File: src/gtc_pkg.sv
// Package of constants, register map and carrier types for the gated timer/counter.
package gtc_pkg;

  // ----------------------------------------------------------------
  // Register byte addresses
  // ----------------------------------------------------------------
  localparam logic [7:0] ADDR_CTRL     = 8'h00;
  localparam logic [7:0] ADDR_CFG      = 8'h04;
  localparam logic [7:0] ADDR_CNT_LO   = 8'h08;
  localparam logic [7:0] ADDR_CNT_HI   = 8'h0C;
  localparam logic [7:0] ADDR_STATUS   = 8'h10;
  localparam logic [7:0] ADDR_CMP_LO   = 8'h14;
  localparam logic [7:0] ADDR_CMP_HI   = 8'h18;
  localparam logic [7:0] ADDR_CCU      = 8'h1C;
  localparam logic [7:0] ADDR_PINS     = 8'h20;

  // ----------------------------------------------------------------
  // Reset values and field constants
  // ----------------------------------------------------------------
  localparam logic [7:0]  CTRL_RST      = 8'h00;
  localparam logic [4:0]  CFG_RST       = 5'h00;
  localparam logic [2:0]  CCU_RST       = 3'h0;
  localparam logic [15:0] CNT_RST       = 16'h0000;
  localparam logic [15:0] CNT_ALL_ONES  = 16'hFFFF;
  localparam logic [15:0] CMP_RST       = 16'h0000;
  localparam logic [2:0]  PRE_RST       = 3'h0;
  localparam logic [1:0]  PIN_DIR_IN    = 2'h3;
  localparam logic [1:0]  PIN_PORT_ZERO = 2'h0;
  localparam int          INSTR_DIV     = 4;
  localparam logic [1:0]  INSTR_LAST    = 2'(INSTR_DIV - 1);
  localparam logic [1:0]  INSTR_RST     = 2'h0;

  // ----------------------------------------------------------------
  // Carrier types
  // ----------------------------------------------------------------
  typedef struct packed {
    logic       gate_invert;
    logic       gate_enable;
    logic [1:0] prescale_select;
    logic       crystal_osc_enable;
    logic       sync_disable;
    logic       source_select;
    logic       counter_on;
  } gtc_ctrl_t;

  typedef struct packed {
    logic global_irq_enable;
    logic peripheral_irq_enable;
    logic overflow_irq_enable;
    logic gate_from_comparator;
    logic alt_clock_select;
  } gtc_cfg_t;

  typedef struct packed {
    logic special_event_en;
    logic compare_en;
    logic capture_en;
  } gtc_ccu_t;

endpackage : gtc_pkg

File: src/gtc_timer.sv
// Gated 16-bit timer/counter with APB register access.
`timescale 1ns/10ps
`default_nettype none

// How it works
// - 16-bit count in two bytes; a byte write replaces that byte at once.
// - Source: instruction clock, system clock, or external pin, per select bits.
// - External source counts on each rising edge of the counter pin.
// - External rising edges are ignored until a falling edge has been seen.
// - Prescaler divides the chosen clock by 1, 2, 4 or 8.
// - Prescaler is hidden from software and cleared by any count byte write.
// - Oscillator enable starts the crystal oscillator, only with a suitable primary.
// - With oscillator on, its pins read as inputs with port bits zero.
// - Sync disable counts external edges without the synchroniser.
// - Asynchronous counter mode keeps counting in sleep and may wake.
// - No capture/compare time base in async mode or system clock mode.
// - Count reads in asynchronous mode always return a settled value.
// - Gate comes from pin or comparator two, effective only when enabled.
// - Gate invert applies whichever gate source is selected.
// - Rollover from all ones to zero sets the overflow flag.
// - Interrupt needs all three enables; flag holds until software clears.
// - Overflow in sleep wakes when on with overflow and peripheral enables.
// - Capture copies count to compare pair; compare fires on equality.
// - Special event clears the count without setting the overflow flag.
// - A count byte write beats a simultaneous special event clear.
// - Prescale codes: 11 by 8, 10 by 4, 01 by 2, 00 by 1.
// - Gate enable makes counting follow the gate; otherwise counts always.
// - Invert set counts while gate high; clear counts while gate low.
module gtc_timer (
  input  wire logic        clk,                    // System clock, 125 MHz.
  input  wire logic        nrst,                   // Asynchronous reset, active low.
  input  wire logic        psel,                   // APB select.
  input  wire logic        penable,                // APB access phase.
  input  wire logic        pwrite,                 // APB write direction.
  input  wire logic [7:0]  paddr,                  // APB byte address.
  input  wire logic [31:0] pwdata,                 // APB write data.
  output logic      [31:0] prdata,                 // APB read data.
  output logic             pready,                 // APB ready.
  output logic             pslverr,                // APB error on unmapped address.
  input  wire logic        external_counter_input, // External counter pin.
  input  wire logic        gate_input_pin,         // Gate pin.
  input  wire logic        comparator_two_output,  // Comparator two output.
  input  wire logic        sleep,                  // Processor is asleep.
  input  wire logic        primary_osc_ok,         // Primary clock allows the crystal.
  input  wire logic        capture_event,          // Capture event from the unit.
  input  wire logic [1:0]  osc_pin_port_in,        // Port bits of the oscillator pins.
  input  wire logic [1:0]  osc_pin_dir_in,         // Direction bits of those pins.
  output logic      [1:0]  osc_pin_port_rd,        // Port bits as software reads them.
  output logic      [1:0]  osc_pin_dir_rd,         // Direction bits as software reads.
  output logic             osc_pin_force_input,    // Oscillator pins forced to input.
  output logic             crystal_osc_run,        // Crystal oscillator running.
  output logic             time_base_valid,        // Count usable as time base.
  output logic             compare_event,          // Compare match pulse.
  output logic             irq_out,                // Interrupt request to processor.
  output logic             wake_out                // Wake request from sleep.
);

  // ----------------------------------------------------------------
  // Reset release
  // ----------------------------------------------------------------
  logic [1:0] rst_sync_q;
  logic       rst_n;
  always_ff @(posedge clk or negedge nrst) begin
    if (!nrst) begin
      rst_sync_q <= 2'h0;
    end else begin
      rst_sync_q <= {rst_sync_q[0], 1'b1};
    end
  end
  assign rst_n = rst_sync_q[1];

  // ----------------------------------------------------------------
  // Registers and bus decode
  // ----------------------------------------------------------------
  gtc_pkg::gtc_ctrl_t ctrl_q;
  gtc_pkg::gtc_cfg_t  cfg_q;
  gtc_pkg::gtc_ccu_t  ccu_q;
  logic [15:0] cnt_q;
  logic [15:0] cmp_q;
  logic [2:0]  pre_q;
  logic [1:0]  instr_q;
  logic        ovf_flag_q;
  logic        armed_q;
  logic        match_q;
  logic [31:0] prdata_q;
  logic        wr_en;
  logic        wr_lo;
  logic        wr_hi;
  logic        mapped;
  logic        inc;
  logic        ovf_set;
  logic        special_clr;

  assign pready  = 1'b1;
  assign wr_en   = psel & penable & pwrite;
  assign wr_lo   = wr_en & (paddr == gtc_pkg::ADDR_CNT_LO);
  assign wr_hi   = wr_en & (paddr == gtc_pkg::ADDR_CNT_HI);
  assign mapped  = (paddr == gtc_pkg::ADDR_CTRL) | (paddr == gtc_pkg::ADDR_CFG) |
                   (paddr == gtc_pkg::ADDR_CNT_LO) | (paddr == gtc_pkg::ADDR_CNT_HI) |
                   (paddr == gtc_pkg::ADDR_STATUS) | (paddr == gtc_pkg::ADDR_CMP_LO) |
                   (paddr == gtc_pkg::ADDR_CMP_HI) | (paddr == gtc_pkg::ADDR_CCU) |
                   (paddr == gtc_pkg::ADDR_PINS);
  assign pslverr = psel & penable & ~mapped;
  assign prdata  = prdata_q;

  always_ff @(posedge clk or negedge rst_n) begin
    if (!rst_n) begin
      ctrl_q <= gtc_pkg::CTRL_RST;
      cfg_q  <= gtc_pkg::CFG_RST;
      ccu_q  <= gtc_pkg::CCU_RST;
    end else if (wr_en) begin
      case (paddr)
        gtc_pkg::ADDR_CTRL: ctrl_q <= pwdata[7:0];
        gtc_pkg::ADDR_CFG:  cfg_q  <= pwdata[4:0];
        gtc_pkg::ADDR_CCU:  ccu_q  <= pwdata[2:0];
        default: ;
      endcase
    end
  end

  // Read data is latched in the setup cycle, so it is settled for the access phase.
  // Settled count reads
  always_ff @(posedge clk or negedge rst_n) begin
    if (!rst_n) begin
      prdata_q <= 32'h0000_0000;
    end else if (psel & ~penable & ~pwrite) begin
      case (paddr)
        gtc_pkg::ADDR_CTRL:   prdata_q <= {24'h000000, ctrl_q};
        gtc_pkg::ADDR_CFG:    prdata_q <= {27'h0000000, cfg_q};
        gtc_pkg::ADDR_CNT_LO: prdata_q <= {24'h000000, cnt_q[7:0]};
        gtc_pkg::ADDR_CNT_HI: prdata_q <= {24'h000000, cnt_q[15:8]};
        gtc_pkg::ADDR_STATUS: prdata_q <= {31'h00000000, ovf_flag_q};
        gtc_pkg::ADDR_CMP_LO: prdata_q <= {24'h000000, cmp_q[7:0]};
        gtc_pkg::ADDR_CMP_HI: prdata_q <= {24'h000000, cmp_q[15:8]};
        gtc_pkg::ADDR_CCU:    prdata_q <= {29'h00000000, ccu_q};
        gtc_pkg::ADDR_PINS:   prdata_q <= {28'h0000000, osc_pin_dir_rd, osc_pin_port_rd};
        default:              prdata_q <= 32'h0000_0000;
      endcase
    end
  end

  // ----------------------------------------------------------------
  // Oscillator and pin overrides
  // ----------------------------------------------------------------
  // Crystal start
  assign crystal_osc_run     = ctrl_q.crystal_osc_enable & primary_osc_ok;
  assign osc_pin_force_input = crystal_osc_run;
  assign osc_pin_dir_rd      = crystal_osc_run ? gtc_pkg::PIN_DIR_IN : osc_pin_dir_in;
  assign osc_pin_port_rd     = crystal_osc_run ? gtc_pkg::PIN_PORT_ZERO : osc_pin_port_in;

  // ----------------------------------------------------------------
  // Clock source selection
  // ----------------------------------------------------------------
  logic ext_s1_q;
  logic ext_s2_q;
  logic ext_s3_q;
  logic ext_raw_q;
  logic ext_mode;
  logic async_mode;
  logic ext_rise;
  logic ext_fall;
  logic instr_tick;
  logic src_tick;

  // Two-stage synchroniser, edges taken after it
  always_ff @(posedge clk or negedge rst_n) begin
    if (!rst_n) begin
      ext_s1_q  <= 1'b0;
      ext_s2_q  <= 1'b0;
      ext_s3_q  <= 1'b0;
      ext_raw_q <= 1'b0;
    end else begin
      ext_s1_q  <= external_counter_input;
      ext_s2_q  <= ext_s1_q;
      ext_s3_q  <= ext_s2_q;
      ext_raw_q <= external_counter_input;
    end
  end

  assign ext_mode   = ctrl_q.source_select;
  assign async_mode = ext_mode & ctrl_q.sync_disable;

  always_comb begin
    if (async_mode) begin
      ext_rise = external_counter_input & ~ext_raw_q;
      ext_fall = ~external_counter_input & ext_raw_q;
    end else begin
      ext_rise = ext_s2_q & ~ext_s3_q;
      ext_fall = ~ext_s2_q & ext_s3_q;
    end
  end

  always_ff @(posedge clk or negedge rst_n) begin
    if (!rst_n) begin
      armed_q <= 1'b0;
    end else if (!ext_mode || !ctrl_q.counter_on) begin
      armed_q <= 1'b0;
    end else if (ext_fall) begin
      armed_q <= 1'b1;
    end
  end

  always_ff @(posedge clk or negedge rst_n) begin
    if (!rst_n) begin
      instr_q <= gtc_pkg::INSTR_RST;
    end else begin
      instr_q <= instr_q + 2'h1;
    end
  end
  assign instr_tick = (instr_q == gtc_pkg::INSTR_LAST);

  // Source select; rising edges; only async runs in sleep
  always_comb begin
    if (ext_mode) begin
      src_tick = ext_rise & armed_q & (~sleep | async_mode);
    end else if (cfg_q.alt_clock_select) begin
      src_tick = ~sleep;
    end else begin
      src_tick = instr_tick & ~sleep;
    end
  end

  // ----------------------------------------------------------------
  // Gate, prescaler and count
  // ----------------------------------------------------------------
  logic       gate_src;
  logic       gate_ok;
  logic       run_tick;
  logic [2:0] pre_last;

  assign gate_src = cfg_q.gate_from_comparator ? comparator_two_output : gate_input_pin;
  assign gate_ok  = ~ctrl_q.gate_enable | (ctrl_q.gate_invert ? gate_src : ~gate_src);
  assign run_tick = ctrl_q.counter_on & gate_ok & src_tick;

  always_comb begin
    case (ctrl_q.prescale_select)
      2'h0:    pre_last = 3'h0;
      2'h1:    pre_last = 3'h1;
      2'h2:    pre_last = 3'h3;
      2'h3:    pre_last = 3'h7;
      default: pre_last = 3'h0;
    endcase
  end

  always_ff @(posedge clk or negedge rst_n) begin
    if (!rst_n) begin
      pre_q <= gtc_pkg::PRE_RST;
    end else if (wr_lo | wr_hi) begin
      pre_q <= gtc_pkg::PRE_RST;
    end else if (run_tick) begin
      pre_q <= (pre_q >= pre_last) ? gtc_pkg::PRE_RST : pre_q + 3'h1;
    end
  end

  assign inc     = run_tick & (pre_q >= pre_last);
  assign ovf_set = inc & (cnt_q == gtc_pkg::CNT_ALL_ONES) & ~(wr_lo | wr_hi) & ~special_clr;

  // Byte writes; write beats clear; clear
  always_ff @(posedge clk or negedge rst_n) begin
    if (!rst_n) begin
      cnt_q <= gtc_pkg::CNT_RST;
    end else if (wr_lo | wr_hi) begin
      cnt_q[7:0]  <= wr_lo ? pwdata[7:0] : cnt_q[7:0];
      cnt_q[15:8] <= wr_hi ? pwdata[7:0] : cnt_q[15:8];
    end else if (special_clr) begin
      cnt_q <= gtc_pkg::CNT_RST;
    end else if (inc) begin
      cnt_q <= cnt_q + 16'h0001;
    end
  end

  // Set wins over a clear in the same cycle; writing one clears the flag.
  // Rollover flag; held until cleared
  always_ff @(posedge clk or negedge rst_n) begin
    if (!rst_n) begin
      ovf_flag_q <= 1'b0;
    end else if (ovf_set) begin
      ovf_flag_q <= 1'b1;
    end else if (wr_en && paddr == gtc_pkg::ADDR_STATUS && pwdata[0]) begin
      ovf_flag_q <= 1'b0;
    end
  end

  assign irq_out  = ovf_flag_q & cfg_q.overflow_irq_enable & cfg_q.peripheral_irq_enable &
                    cfg_q.global_irq_enable;
  assign wake_out = sleep & ctrl_q.counter_on & ovf_flag_q & cfg_q.overflow_irq_enable &
                    cfg_q.peripheral_irq_enable;

  // ----------------------------------------------------------------
  // Capture and compare time base
  // ----------------------------------------------------------------
  logic cmp_equal;

  // No time base in async or system clock mode
  assign time_base_valid = ~async_mode & (ext_mode | ~cfg_q.alt_clock_select);
  assign cmp_equal       = ccu_q.compare_en & time_base_valid & (cnt_q == cmp_q);

  always_ff @(posedge clk or negedge rst_n) begin
    if (!rst_n) begin
      match_q <= 1'b0;
    end else begin
      match_q <= cmp_equal;
    end
  end
  assign compare_event = cmp_equal & ~match_q;
  assign special_clr   = compare_event & ccu_q.special_event_en;

  always_ff @(posedge clk or negedge rst_n) begin
    if (!rst_n) begin
      cmp_q <= gtc_pkg::CMP_RST;
    end else if (capture_event && ccu_q.capture_en && time_base_valid) begin
      cmp_q <= cnt_q;
    end else if (wr_en && paddr == gtc_pkg::ADDR_CMP_LO) begin
      cmp_q[7:0] <= pwdata[7:0];
    end else if (wr_en && paddr == gtc_pkg::ADDR_CMP_HI) begin
      cmp_q[15:8] <= pwdata[7:0];
    end
  end
endmodule : gtc_timer

`default_nettype wire

File: config.mk
export PLATFORM = sky130hd
export DESIGN_NAME = gtc_timer
export DESIGN_NICKNAME = d
export VERILOG_FILES = /design/src/gtc_pkg.sv /design/src/gtc_timer.sv
export SDC_FILE = /design/constraint.sdc
export NUM_CORES = 1
export LEC_CHECK = 0
export ABC_AREA = 1
export BUFFER_PORTS_ARGS = -buffer_cell sky130_fd_sc_hd__buf_4
export CORE_AREA = 3 3 96 98
export CTS_CLUSTER_SIZE = 28
export DETAILED_ROUTE_END_ITERATION = 10
export DIE_AREA = 0 0 99 101
export GPL_ROUTABILITY_DRIVEN = 0
export GPL_TIMING_DRIVEN = 0
export PLACE_DENSITY = 0.86
export SLEW_MARGIN = 20
export SYNTH_ARGS = -nofsm -noshare
export SYNTH_HDL_FRONTEND = slang
export SYNTH_SLANG_ARGS = --single-unit
export TNS_END_PERCENT = 30
File: constraint.sdc
create_clock -name clk -period 2.9 [get_ports clk]
set_input_delay 0 -clock clk [delete_from_list [all_inputs] [get_ports clk]]
set_output_delay 0 -clock clk [all_outputs]
set_load 0.05 [all_outputs]
==> metrics.csv <==
stage,metric,value,unit
critical_path,R2R Path End,cnt_q[2],
critical_path,"Worst Path Class, Setup",register to primary output,
placed_design,detailed placement HPWL,10400,um
layout,antenna fix cells,0,
die,area of the die,0.0100,mm^2
cts,number of gates resized after cts,0,
global_routing,vias in the first global route,4738,
worst_hold_path,worst hold path type,input port to register,
worst_hold_path,Hold Path Stages,5,
synthesis,Ys Warns,0,
timing,Slew Limit Fails,0,
synthesis,"Avg Cell Area, Syn",6.98,um^2
critical_path,Crit path arrival time,2.24,ns
die,Die H,101,um
global_routing,largest net degree at the start of global routing,55,
cts,CTS Root Cell,clkbuf_8,
critical_path,crit-path leading delay family,simple AND/OR/NAND/NOR gates,
global_routing,initial antenna violation count,0,
drt,initial drt markers,738,
critical_path,Buf/Inv on CP,3,
die,Core Area,0.00855,mm^2
synthesis,adder-cell share of the synthesized area,0.0163,
run_status,status,"complete, no violations",
critical_path,worst r2r src,cnt_q[0],
timing,slew of the pin with the lowest slew margin,0.945,ns
critical_path,CP required,2.90,ns
synthesis,post-synthesis compound-gate area fraction,0.130,
timing,final setup vio count,0,
critical_path,reg2reg path depth,12,
timing,Final Hold Viols,0,
synthesis,most common flop cell mapped by yosys,dfrtp_1,
timing,slew margin rel.,0.364,
drt,Final ANT Viol Nets,0,
timing,highest clock rate,446,MHz
critical_path,Crit Path Max Fanout,5,
global_routing,first-pass GRT wire length,22500,um
synthesis,mux share of post-synthesis cell area,0.00244,
synthesis,Async SR Flop Fraction,1.00,
synthesis,synthesized cell area,0.00462,mm^2
cts,CTS buffer count,9,
timing,setup TNS,0,ns
synthesis,top-count cell post-synth,nand2_1,
layout,Nets,820,
cts,maximum clock path buffer count,2,
drt,DRC,0,
timing,RSZ-0062 raised after global routing,no,
layout,layout cell share with drive strength beyond 1,0.169,
synthesis,"top cells by area, synth","dfrtp_1 (37%), nand2_1 (15%), inv_1 (7.7%)",
synthesis,commonest cells in the netlist,"nand2_1 (185), inv_1 (95), dfrtp_1 (69), nand3_1 (57), o21ai_0 (49)",
cts,clock sink total,69,
cts,"Reg clk slew, reported paths",0.07,ns
critical_path,Worst path max stage delay,0.43,ns
drt,Via Count,5001,
critical_path,Crit path top cell by count,nand2_1,
synthesis,top cell type's share of synthesized area,0.374,
layout,Final Util,0.650,
critical_path,critical path cell sequence,nand2_1 -> inv_2 -> nor2_2 -> inv_1 -> a2111oi_0 -> nand2_1 -> nor3_1 -> buf_4,
drt,WL final,13700,um
placed_design,PortBufs,49,
cts,H-tree levels,3,
global_routing,GR Util All Layers,0.283,
synthesis,largest family of logic cells by synthesized area,simple AND/OR/NAND/NOR gates,
drt,drt first pass iters,6,
flow_run,max cap viols,0,
synthesis,Yosys top cell by area,dfrtp_1,
critical_path,CP startpoint kind,register,
drt,wire per inst,15.7,um
die,Rows,34,
synthesis,register area share after synthesis,0.374,
critical_path,Worst path slowest cell,dfrtp_1,
global_routing,gr ovfl total,0,
timing,"Period Utilization, post-route",0.773,
cts,CTS tree,built,
synthesis,Post-synth EDFFs,0,
synthesis,cell count after synthesis,662,
critical_path,reg2reg setup slack,0.77,ns
layout,fill count,715,
die,Die X,99,um
cts,clk_lat worst skew,0.36,ns
die,Starting Density,0.540,
die,IO Pins,99,
timing,minimum clock period,2.24,ns
drt,DR vias/cell,5.74,
synthesis,#FFs+latches synth,69,
worst_hold_path,hold_sp,pwdata[1],
layout,Area Overhead vs Synth,20.2,%
power,pwr dens,402,mW/mm^2
power,Max VDD drop,0.244,mV
worst_hold_path,Hold EP,cnt_q[9],
timing,worst hold slack,0.0238,ns
synthesis,simple-gate share of the synthesized area,0.316,
power,leakage,3.00,nW
synthesis,post-synthesis xor/xnor area fraction,0.0171,
critical_path,crit path capture type,primary output,
synthesis,post-synthesis cell type count,40,
timing,post-route clock skew,0.00657,ns
-- sequential cells by signal, indices dropped and copies added (netlist names) --
register,flops
cmp_q,16
cnt_q,16
prdata,8
ctrl_q,7
cfg_q,5
ccu_q,3
pre_q,3
instr_q,2
rst_sync_q,2
armed_q,1
ext_mode,1
ext_raw_q,1
ext_s2_q,1
ext_s3_q,1
match_q,1
ovf_flag_q,1
-- worst min-delay path, cell delays in order --
cell and delay [ns]:
buf_4 0.12, nand2_1 0.07, nand2_1 0.06, nand2_1 0.05, nand2_1 0.05
-- repair_timing --
item                                   4_1_cts  5_1_grt
hold buffers                                12        0
setup endpoints to repair                    0        0
setup buffers                                0        0
endpoints found under the hold margin       19        0
-- stage by stage --
step                cells  power, mW  setup slack (ns)  area (um^2)
detailed placement    844       1.45             0.874         5240
floorplan             686       1.34             0.326         4710
global placement      843       1.43             0.112         5210
finish                872       2.23             0.658         5550
CTS                   872       2.23             0.651         5550
global route          872       2.33             0.492         5550
-- layer usage --
| metal | up-vias | global-route usage | part of all wire |
|---|---|---|---|
| met4 | 0 | 0.145 | 0.055 |
| li1 | 2282 | - | - |
| met3 | 90 | 0.0734 | 0.12 |
| met2 | 369 | 0.452 | 0.45 |
| met1 | 2260 | 0.354 | 0.37 |
| met5 | - | 0 | 0 |
-- cell usage in the layout (no fill, tap or decap), types with 5 or more instances in the layout --
cell / Yosys / final
clkbuf_1: 6 / 6
nand2_2: 7 / 7
a21oi_1: 17 / 17
nor3_1: 15 / 15
clkbuf_8: 0 / 9
nand3_1: 57 / 57
inv_1: 95 / 95
buf_4: 28 / 77
ha_1: 6 / 6
nor2_1: 39 / 39
dfrtp_1: 69 / 68
o22ai_1: 13 / 13
conb_1: 2 / 26
a22oi_1: 15 / 15
nand4_1: 8 / 8
nand2_1: 185 / 185
dlygate4sd3_1: 0 / 12
inv_2: 5 / 5
o21ai_0: 49 / 49
xor2_1: 5 / 5
-- where the power goes --
group | switching, mW | leakage [nW] | internal (mW) | total (mW)
clock network | 0.386 | 0.0987 | 0.392 | 0.778
logic | 0.257 | 2.03 | 0.134 | 0.391
registers | 0.0476 | 0.868 | 1.02 | 1.06
total | 0.691 | 3.00 | 1.54 | 2.23
-- layout make-up --
class,instances,area [um^2],area share
sequential,69,1730,0.312
clock buffer,9,124,0.0223
tap,108,135,0.0243
inverter,102,385,0.0694
multi-input combinational,475,2320,0.418
buffer,40,275,0.0496
timing repair buffer,62,515,0.0928
clock inverter,7,66.3,0.0119
-- kinds of logic (layout without fill, tap and decap cells) --
group	Yosys count	count (layout)
buffers and inverters	142	220
other	2	26
muxes	1	1
adders and majority gates	6	6
AOI/OAI and AO/OA	104	104
DFF	69	69
and+or+nand+nor	329	329
xor gates and xnor gates	9	9
-- how the worst max path moves through the flow --
| stage | slack (ns) | depth (start not counted) | startpoint | endpoint |
|---|---|---|---|---|
| floorplan | 0.33 | 7 | ext_mode | compare_event |
| global placement | 0.11 | 0 | rst_sync_q[1] | prdata[0] |
| detailed placement | 0.87 | 13 | ext_mode | cnt_q[0] |
| CTS | 0.65 | 8 | ext_mode | compare_event |
| global route | 0.49 | 8 | ext_mode | compare_event |
| finish | 0.66 | 8 | ext_mode | compare_event |
No activity file was read; power rests on OpenSTA's default activity.
